`config.mk`:
```
export PLATFORM = sky130hd
export DESIGN_NAME = ccs_status_counters
export DESIGN_NICKNAME = d
export VERILOG_FILES = /design/src/core/ccs_pkg.sv /design/src/core/ccs_status_counters.sv /design/src/core/ccs_latch_bit.sv /design/src/core/ccs_sat_counter.sv
export SDC_FILE = /design/constraint.sdc
export NUM_CORES = 1
export LEC_CHECK = 0
export BUFFER_PORTS_ARGS = -buffer_cell sky130_fd_sc_hd__buf_4
export CORE_MARGIN = 5
export CORE_UTILIZATION = 40
export DETAILED_ROUTE_END_ITERATION = 7
export HOLD_SLACK_MARGIN = 0.08
export MAX_ROUTING_LAYER = met4
export PLACE_DENSITY = 0.71
export SLEW_MARGIN = 10
export SYNTH_ARGS = -nofsm -noshare
export SYNTH_HDL_FRONTEND = slang
export SYNTH_HIERARCHICAL = 1
export SYNTH_SLANG_ARGS = --single-unit
```
`constraint.sdc`:
```
create_clock -name clk -period 6.43 [get_ports clk]
set_clock_uncertainty 0.2 [all_clocks]
set_input_delay 0.643 -clock clk [delete_from_list [all_inputs] [get_ports clk]]
set_output_delay 0.643 -clock clk [all_outputs]
set_load 0.05 [all_outputs]
```
`src/core/ccs_pkg.sv`:
```
// constants, field layouts and input bundles for the channel status and error counters
// assumes a management front end that turns host frames into single-cycle read strobes
package ccs_pkg;

    localparam int unsigned ADDR_W = 16;
    localparam int unsigned DATA_W = 16;
    localparam int unsigned CNT_W  = 16;

    // register offsets
    localparam logic [15:0] ADDR_STATUS     = 16'h000F;
    localparam logic [15:0] ADDR_FAST_COUNT = 16'h0010;
    localparam logic [15:0] ADDR_SLOW_COUNT = 16'h0011;

    // reset values
    localparam logic [15:0] STATUS_RESET = 16'h0000;
    localparam logic [15:0] COUNT_RESET  = 16'hFFFD;
    localparam logic [15:0] COUNT_MAX    = 16'hFFFF;
    localparam logic [15:0] COUNT_ONE    = 16'h0001;
    localparam logic [15:0] COUNT_ZERO   = 16'h0000;

    // status field positions
    localparam int unsigned STATUS_BITS        = 9;
    localparam int unsigned BIT_CODE_VIOLATION = 8;
    localparam int unsigned BIT_TX_UNDERFLOW   = 7;
    localparam int unsigned BIT_TX_OVERFLOW    = 6;
    localparam int unsigned BIT_RX_UNDERFLOW   = 5;
    localparam int unsigned BIT_RX_OVERFLOW    = 4;
    localparam int unsigned BIT_SYSTEM_LINK    = 3;
    localparam int unsigned BIT_ALIGN_LINK     = 2;
    localparam int unsigned BIT_SLOW_PLL       = 1;
    localparam int unsigned BIT_FAST_PLL       = 0;

    // 1 = latched high (holds a one), 0 = latched low (holds a zero)
    localparam logic [8:0] LATCH_HIGH_MASK = 9'h1F0;

    typedef struct packed {
        logic       code_violation;
        logic       decoder_enabled;
        logic       crpat_check_active;
        logic       test_mode;
        logic [2:0] pattern_sel;
        logic [7:0] pattern_err;
        logic       pseudo_random_check_pin;
        logic       prbs_bit_err;
    } ccs_fast_in_t;

    typedef struct packed {
        logic       code_violation;
        logic       test_mode;
        logic [1:0] pattern_sel;
        logic [3:0] pattern_err;
    } ccs_slow_in_t;

    typedef struct packed {
        logic tx_underflow;
        logic tx_overflow;
        logic rx_underflow;
        logic rx_overflow;
        logic system_side_link_up;
        logic alignment_slave_link_up;
        logic slow_side_pll_locked;
        logic fast_side_pll_locked;
    } ccs_stat_in_t;

endpackage : ccs_pkg

```
`src/core/ccs_status_counters.sv`:
```
// channel status word (low bits) and the two error counters, read through the management port
// assumes the management front end issues one-cycle read strobes with a register address,
// and that all event and level inputs are synchronous to clk; arst_n is the datapath reset
//
// What this block does
// - bit 8 sets on bad code word
// - bit 8 only meaningful while decoding/CRPAT
// - functional mode counts code violations at 0x10
// - bits 7/6: transmit FIFO underflow/overflow
// - bits 5/4: receive FIFO underflow/overflow
// - bit 3: system side link up, latched-low
// - bit 2: alignment slave sync and aligned
// - bit 1: slow side PLL locked
// - bit 0: fast side PLL locked
// - status register resets to zero
// - fast test mode counts selected pattern errors
// - PRBS pin selects PRBS bit error counting
// - counter read returns count, then clears
// - counters reset to 0xFFFD
// - lane 0 counts slave decoder code violations
// - slow test mode counts selected pattern errors
`timescale 1ns/1ps
`default_nettype none

module ccs_status_counters #(
    parameter int unsigned CNT_W = ccs_pkg::CNT_W
) (
    input  wire logic                          clk,
    input  wire logic                          arst_n,
    input  wire logic                          rd_stb,
    input  wire logic [ccs_pkg::ADDR_W-1:0]    rd_addr,
    output var  logic [ccs_pkg::DATA_W-1:0]    rd_data_q,
    output var  logic                          rd_ack_q,
    input  wire ccs_pkg::ccs_fast_in_t         fast_in,
    input  wire ccs_pkg::ccs_slow_in_t         slow_in,
    input  wire ccs_pkg::ccs_stat_in_t         stat_in
);

    if (CNT_W != ccs_pkg::DATA_W) begin : g_bad_cnt_w
        $error("ccs_status_counters: CNT_W must equal the register width");
    end

    ////////////////////////////////////////////////////////////////////////////
    // decode

    function automatic logic pick_err(input logic [7:0] errs, input logic [2:0] sel);
        pick_err = errs[sel];
    endfunction

    logic                             rd_status;
    logic                             rd_fast;
    logic                             rd_slow;
    logic                             fast_inc;
    logic                             slow_inc;
    logic [ccs_pkg::STATUS_BITS-1:0]  status_live;
    logic [ccs_pkg::STATUS_BITS-1:0]  status_q;
    logic [CNT_W-1:0]                 fast_count_q;
    logic [CNT_W-1:0]                 slow_count_q;

    assign rd_status = rd_stb && (rd_addr == ccs_pkg::ADDR_STATUS);
    assign rd_fast   = rd_stb && (rd_addr == ccs_pkg::ADDR_FAST_COUNT);
    assign rd_slow   = rd_stb && (rd_addr == ccs_pkg::ADDR_SLOW_COUNT);

    ////////////////////////////////////////////////////////////////////////////
    // error sources

    always_comb begin
        if (fast_in.pseudo_random_check_pin) begin
            fast_inc = fast_in.prbs_bit_err;
        end else if (fast_in.test_mode) begin
            fast_inc = pick_err(fast_in.pattern_err, fast_in.pattern_sel);
        end else begin
            fast_inc = fast_in.code_violation;
        end
        if (slow_in.test_mode) begin
            slow_inc = pick_err({4'h0, slow_in.pattern_err}, {1'b0, slow_in.pattern_sel});
        end else begin
            slow_inc = slow_in.code_violation;
        end
    end

    ////////////////////////////////////////////////////////////////////////////
    // status word

    always_comb begin
        // outside decoding or CRPAT checking the decoder flag is noise, so it is not latched
        status_live[ccs_pkg::BIT_CODE_VIOLATION] = fast_in.code_violation
            && (fast_in.decoder_enabled || fast_in.crpat_check_active);
        status_live[ccs_pkg::BIT_TX_UNDERFLOW] = stat_in.tx_underflow;
        status_live[ccs_pkg::BIT_TX_OVERFLOW]  = stat_in.tx_overflow;
        status_live[ccs_pkg::BIT_RX_UNDERFLOW] = stat_in.rx_underflow;
        status_live[ccs_pkg::BIT_RX_OVERFLOW]  = stat_in.rx_overflow;
        status_live[ccs_pkg::BIT_SYSTEM_LINK]  = stat_in.system_side_link_up;
        status_live[ccs_pkg::BIT_ALIGN_LINK]   = stat_in.alignment_slave_link_up;
        status_live[ccs_pkg::BIT_SLOW_PLL]     = stat_in.slow_side_pll_locked;
        status_live[ccs_pkg::BIT_FAST_PLL]     = stat_in.fast_side_pll_locked;
    end

    for (genvar i = 0; i < ccs_pkg::STATUS_BITS; i++) begin : g_status
        // each bit resets to zero and holds its latched level until read
        ccs_latch_bit #(
            .LATCH_HIGH (ccs_pkg::LATCH_HIGH_MASK[i])
        ) u_bit (
            .clk      (clk),
            .arst_n   (arst_n),
            .live     (status_live[i]),
            .read_stb (rd_status),
            .bit_q    (status_q[i])
        );
    end

    ////////////////////////////////////////////////////////////////////////////
    // error counters

    ccs_sat_counter #(
        .W         (CNT_W),
        .RESET_VAL (ccs_pkg::COUNT_RESET)
    ) u_fast_count (
        .clk     (clk),
        .arst_n  (arst_n),
        .inc     (fast_inc),
        .clr     (rd_fast),
        .count_q (fast_count_q)
    );

    ccs_sat_counter #(
        .W         (CNT_W),
        .RESET_VAL (ccs_pkg::COUNT_RESET)
    ) u_slow_count (
        .clk     (clk),
        .arst_n  (arst_n),
        .inc     (slow_inc),
        .clr     (rd_slow),
        .count_q (slow_count_q)
    );

    ////////////////////////////////////////////////////////////////////////////
    // read port

    logic [ccs_pkg::DATA_W-1:0] rd_data_d;
    logic                       rd_ack_d;

    always_comb begin
        rd_ack_d  = rd_stb;
        rd_data_d = ccs_pkg::STATUS_RESET;
        if (rd_status) begin
            rd_data_d = {{(ccs_pkg::DATA_W-ccs_pkg::STATUS_BITS){1'b0}}, status_q};
        end else if (rd_fast) begin
            rd_data_d = fast_count_q;
        end else if (rd_slow) begin
            rd_data_d = slow_count_q;
        end
    end

    always_ff @(posedge clk or negedge arst_n) begin
        if (!arst_n) begin
            rd_data_q <= ccs_pkg::STATUS_RESET;
            rd_ack_q  <= 1'b0;
        end else begin
            rd_data_q <= rd_data_d;
            rd_ack_q  <= rd_ack_d;
        end
    end
endmodule : ccs_status_counters

`default_nettype wire

```
`src/core/ccs_latch_bit.sv`:
```
// one latched status bit: latched high or latched low, refreshed by a read
// assumes read_stb is the single-cycle read of the register holding this bit
`timescale 1ns/1ps
`default_nettype none

module ccs_latch_bit #(
    parameter bit LATCH_HIGH = 1'b1
) (
    input  wire logic clk,
    input  wire logic arst_n,
    input  wire logic live,
    input  wire logic read_stb,
    output var  logic bit_q
);

    logic bit_d;

    // a read hands over to the live value, so an event in the read cycle is kept
    always_comb begin
        if (read_stb) begin
            bit_d = live;
        end else if (LATCH_HIGH) begin
            bit_d = bit_q | live;
        end else begin
            bit_d = bit_q & live;
        end
    end

    always_ff @(posedge clk or negedge arst_n) begin
        if (!arst_n) begin
            bit_q <= 1'b0;
        end else begin
            bit_q <= bit_d;
        end
    end

endmodule : ccs_latch_bit

`default_nettype wire

```
`src/core/ccs_sat_counter.sv`:
```
// saturating error counter, cleared by a read
// assumes clr is the single-cycle read of this counter's register
`timescale 1ns/1ps
`default_nettype none

module ccs_sat_counter #(
    parameter int unsigned      W         = 16,
    parameter logic [W-1:0]     RESET_VAL = '1
) (
    input  wire logic         clk,
    input  wire logic         arst_n,
    input  wire logic         inc,
    input  wire logic         clr,
    output var  logic [W-1:0] count_q
);

    logic [W-1:0] count_d;

    if (W < 2) begin : g_bad_width
        $error("ccs_sat_counter: W must be at least 2");
    end

    always_comb begin
        if (clr) begin
            // an error seen in the read cycle starts the new count
            count_d = inc ? {{(W-1){1'b0}}, 1'b1} : '0;
        end else if (inc && (count_q != '1)) begin
            count_d = count_q + {{(W-1){1'b0}}, 1'b1};
        end else begin
            count_d = count_q;
        end
    end

    always_ff @(posedge clk or negedge arst_n) begin
        if (!arst_n) begin
            count_q <= RESET_VAL;
        end else begin
            count_q <= count_d;
        end
    end

endmodule : ccs_sat_counter

`default_nettype wire

```
=== Word-level counts from Yosys, hierarchy flattened ===
Cells that the tools add are included.

* Bits in registers: 58
* Input bits: 52
* Output and inout port bits: 17
* Logic and storage cells: 65

* $add $sub $neg: 2
* $lt $le $gt $ge: 2
* Eq/ne operators: 5
* Mux-type cells: 25
* Bitwise logic cells: 9
* Reduce and logical (&&, ||, !) cells: 9

{| class="wikitable"
|+ Operator list
! kind !! number
|-
| $mux 16 || 7
|-
| $add 16x1->16 const B || 2
|-
| $eq 16x5->1 const B || 2
|-
| $ne 16x16->1 const B || 2
|-
| $eq 16x4->1 const B || 1
|-
| $mux 1 || 16
|-
| $logic_and 1x1->1 || 6
|-
| $or 1x1->1 || 5
|-
| $and 1x1->1 || 4
|-
| $lt 2x4->1 const B || 1
|-
| $lt 3x4->1 const B || 1
|-
| $reduce_bool 2->1 || 2
|-
| $bmux 1 s3 || 1
|-
| $bmux 1 s2 || 1
|-
| $logic_or 1x1->1 || 1
|}

=== Logic depth before layout (Yosys ltp) ===
* Word-level depth: 7
* Gate-level depth with buffers: 10
* Depth with buffers taken out: 8

=== Modules after synthesis ===
Netlist, hierarchy kept.

{| class="wikitable"
|+ Modules (own cells, without submodules)
! module !! instances !! cells each !! area an instance (µm²) !! seq. area each (µm²)
|-
| ccs_sat_counter || 2 || 102 || 978.4 || 419.2
|-
| ccs_status_counters || 1 || 77 || 933.4 || 425.4
|-
| ccs_latch_bit at g_status[4].u_bit ... || 5 || 3 || 36.3 || 25.0
|-
| ccs_latch_bit at g_status[0].u_bit ... || 4 || 2 || 32.5 || 25.0
|}

=== Worst setup path before layout ===
No wires, ideal clock.

* Kind: input-to-reg
* Start point: in rd_addr[9] (netlist name)
* End point: reg u_fast_count.count_q[1]
* Library setup time: 0.137 ns
* Arrival: 2.554 ns
* Data required time: 6.093 ns
* Slack: 3.539 ns
* Cell stages on the path: 9
* Path buffers: 4
* Cells stage by stage: nor4_1 -> nand3_1 -> or4_1 -> buf_2 -> buf_6 -> nor2_1 -> clkbuf_1 -> buf_1 -> a21oi_1

* Longest elaborated chain between the ends: 3
* Elaborated cells on any way between the ends: 4
* Classes of those cells: eq/ne: 1; mux: 1; reduce/logical: 2

{| class="wikitable"
|+ RTL lines
! item !! RTL line !! RTL
|-
| start, declared || ccs_status_counters.sv:31 || <nowiki>input wire logic [ccs_pkg::ADDR_W-1:0] rd_addr,</nowiki>
|-
| $eq 16x5->1 * || ccs_status_counters.sv:61 || <nowiki>assign rd_fast = rd_stb && (rd_addr == ccs_pkg::ADDR_FAST_COUNT);</nowiki>
|-
| $logic_and 1x1->1 * || ccs_status_counters.sv:61 ||
|-
| net rd_fast || ccs_status_counters.sv:51 || <nowiki>logic rd_fast;</nowiki>
|-
| $mux 16 / $reduce_bool 2->1 (equally long branches) || - ||
|-
| end signal, assigned || ccs_sat_counter.sv:38 || <nowiki>count_q <= count_d;</nowiki>
|-
| end, declared || ccs_sat_counter.sv:14 || <nowiki>output var logic [W-1:0] count_q</nowiki>
|}

Mark *: on every way through the listed nets, which the timed path passes. The rest lies on a longest branch.
A chain may end at the register's enable or synchronous reset.

=== Final worst setup path ===
* Start point: in rd_addr[9] (netlist name)
* End point: reg u_fast_count.count_q[6]

Same word-level chain as after synthesis.

==> flow_summary.json <==
{
  "power_frac_clock_pct": 38.4,
  "tns_ns": 0,
  "gp_congestion": 0.864,
  "syn_avg_cell_area_sq_um": 10.5,
  "numCtsBuffers": 9,
  "yosysUniqueCellTypes": 50,
  "path_clk_slew_ns": 0.07,
  "ys_top_cells_by_count": "nor2_1 (33), dfstp_2 (30), dfrtp_1 (28)",
  "nets": 425,
  "r2r_start": "u_fast_count/count_q[0]$_DFFE_PN1P_",
  "rows": 32,
  "drc_errors": 0,
  "syn_to_final_growth_pct": 25.9,
  "clock.fmax_mhz": 328,
  "worstPathArrival_ns": 3.11,
  "grt_overflow": 0,
  "worstSetupStartpointType": "input port",
  "path_cells": "buf_4 > nor4_1 > nand3_1 > or4_1 > nor2_1 > buf_4 > nor2b_1 > mux2_1",
  "die_h_um": 99.5,
  "syn_inst": 304,
  "crit_start": "rd_addr[9]",
  "cts_max_path_buffers": 2,
  "peakVddDrop_mv": 0.121,
  "core-area_sq_um": 7770,
  "min_path_type": "in2async",
  "root_buffer": "clkbuf_8",
  "p_int_uw": 793,
  "final_cell_area_sq_um": 4030,
  "leakage_nw": 1.63,
  "required_ns": 6.49,
  "dp_hpwl_um": 5360,
  "crit_path_end_kind": "flip-flop",
  "worstMarginPinSlew_ns": 1.14,
  "synth_edf_count": 0,
  "grt_usage_pct": 16.5,
  "cts_tree": "yes",
  "grt_max_degree": 59,
  "critPathKind": "in2reg",
  "ys.flop_type": "dfstp_2",
  "grt_pass1_vias": 2707,
  "clock_latency_ns": 0.33,
  "synth.yosys.seq_area_share_pct": 46.5,
  "status": "complete, no violations",
  "cap_violations": 0,
  "dr.first_iter.drc_count": 117,
  "dieArea_sq_um": 9890,
  "grt_setup_unrepaired": "no",
  "pwr-share-comb_pct": 15.7,
  "htreeDepth": 3,
  "final_util_pct": 51.9,
  "slowest_delay_ns": 0.84,
  "cp_common_cell": "buf_4",
  "drive_gt1_share_pct": 37.0,
  "relSlewSlack_pct": 23.3,
  "dr.pass1.iters": 4,
  "yosys_warnings": 6,
  "hold_viol_final": 0,
  "min_period_over_period_pct": 47.4,
  "switchingPower_uw": 303,
  "yosys.area.top_type_share_pct": 24.6,
  "wl_per_cell_um": 15.4,
  "synth_top_cell_by_area": "dfstp_2",
  "ctsHoldBuffers": 0,
  "slew_violations": 0,
  "drt_wl_total_um": 7350,
  "grt_first_pass_wirelength_um": 12800,
  "drt-vias-per-instance": 5.58,
  "p_per_area_nw_per_um2": 272,
  "crit_fanout": 18,
  "synth_seq_cells": 58,
  "syn_nets": 358,
  "synth_top_cells_by_area": "dfstp_2 (25%), dfrtp_1 (22%), mux2i_1 (6.3%)",
  "ys_async_sr_fraction_pct": 100,
  "whs_ns": 0.148,
  "synth.cell_area_sq_um": 3200,
  "cts_resized": 0,
  "cts_sinks": 58,
  "pin_count": 69,
  "numPortBuffers": 68,
  "antennaDiodeCount": 0,
  "p_sw_share_pct": 27.6,
  "vias": 2668,
  "place_area_sq_um": 3780,
  "dieWidth_um": 99.5,
  "slowest_stage": "or4_1",
  "total_power_mw": 1.10,
  "synthMostInstantiatedCell": "nor2_1",
  "initial_core_util_pct": 41.2,
  "min_period_ns": 3.05,
  "postCtsSetupRepairBufs": 0,
  "setup_viol": 0,
  "pwr-share-seq_pct": 45.8,
  "antenna_found_initial": 0,
  "antenna_left": 0
}
sequential cells by signal, summed over array words and instances, names as in the netlist:
register and flops:
u_slow_count/count_q 16, g_status.u_bit/bit_q 9, rd_data_q 16, rd_ack_q 1, u_fast_count/count_q 16
cell families (layout without fill, tap and decap cells):
family	count (synthesis)	in the layout	synth area share, %
and+or+nand+nor	120	120	22.7
adders and majority gates	2	2	0.781
AOI/OAI and AO/OA	62	62	14.9
muxes	31	31	10.8
DFF	58	58	46.5
buffers and inverters	31	103	4.34
cell usage in the layout (no fill, tap or decap), types with 3 or more instances in the layout:
master,instances
a211oi_1,4
a21o_1,5
a21oi_1,14
buf_4,70
bufinv_16,3
clkbuf_8,11
dfrtp_1,28
dfstp_2,30
inv_1,17
mux2_2,7
mux2i_1,20
nand2_1,10
nand3_1,12
nand3b_1,3
nand4_1,9
nor2_1,33
nor2b_1,7
nor3_1,10
nor4_1,8
o21a_1,5
o21ai_0,4
o2bb2ai_1,8
o311ai_0,4
o41ai_1,6
or4_1,5
metal layers:
layer	track usage (%)	share of wire, %	up-vias
met5	-	0	-
met4	4.83	0.54	0
met3	3.86	3.8	4
met2	26.8	52	64
met1	20.5	44	1319
li1	-	-	1281
power groups by stage:
stage	Sequential (mW)	Clock, mW	Combinational [mW]
4_1_cts	0.502	0.433	0.173
5_1_grt	0.513	0.449	0.195
6_report	0.503	0.421	0.173
2_1_floorplan	0.484	0	0.118
3_5_place_dp	0.508	0	0.173
3_3_place_gp	0.505	0	0.168
path summary, 6_finish.rpt:
path	to	slack [ns]	cells past startpoint
setup reg to reg	u_fast_count/count_q[6]$_DFFE_PN1P_	4.17	5
setup / recovery	u_fast_count/count_q[6]$_DFFE_PN1P_	3.38	8
max in group asynchronous	g_status[6].u_bit/bit_q$_DFF_PN0_	5.38	1
min in group clk	rd_ack_q$_DFF_PN0_	0.22	1
hold / removal	rd_ack_q$_DFF_PN0_	0.15	1
hold reg to reg	g_status[4].u_bit/bit_q$_DFF_PN0_	0.28	1
area by class of cell:
| cell class | count | area, sq um |
|---|---|---|
| fillers | 712 | 3730 |
| multi-input cells | 215 | 1570 |
| flip-flops and latches | 58 | 1490 |
| inverters | 17 | 63.8 |
| repair buffers | 70 | 526 |
| clock buffers | 12 | 155 |
| well taps | 102 | 128 |
| clock inverters | 4 | 97.6 |
through the flow:
stage | setup slack [ns] | std cells
finish | 3.38 | 478
CTS | 3.39 | 478
global placement | 3.13 | 462
detailed placement | 3.05 | 462
global route | 3.24 | 478
floorplan | 3.54 | 304
worst max-delay path, delay by kind of cell:
family                 cells  cell delay (ns)
buffers and inverters      2             0.39
muxes                      1             0.29
and+or+nand+nor            5             1.76
No activity file was read; power rests on OpenSTA's default activity.
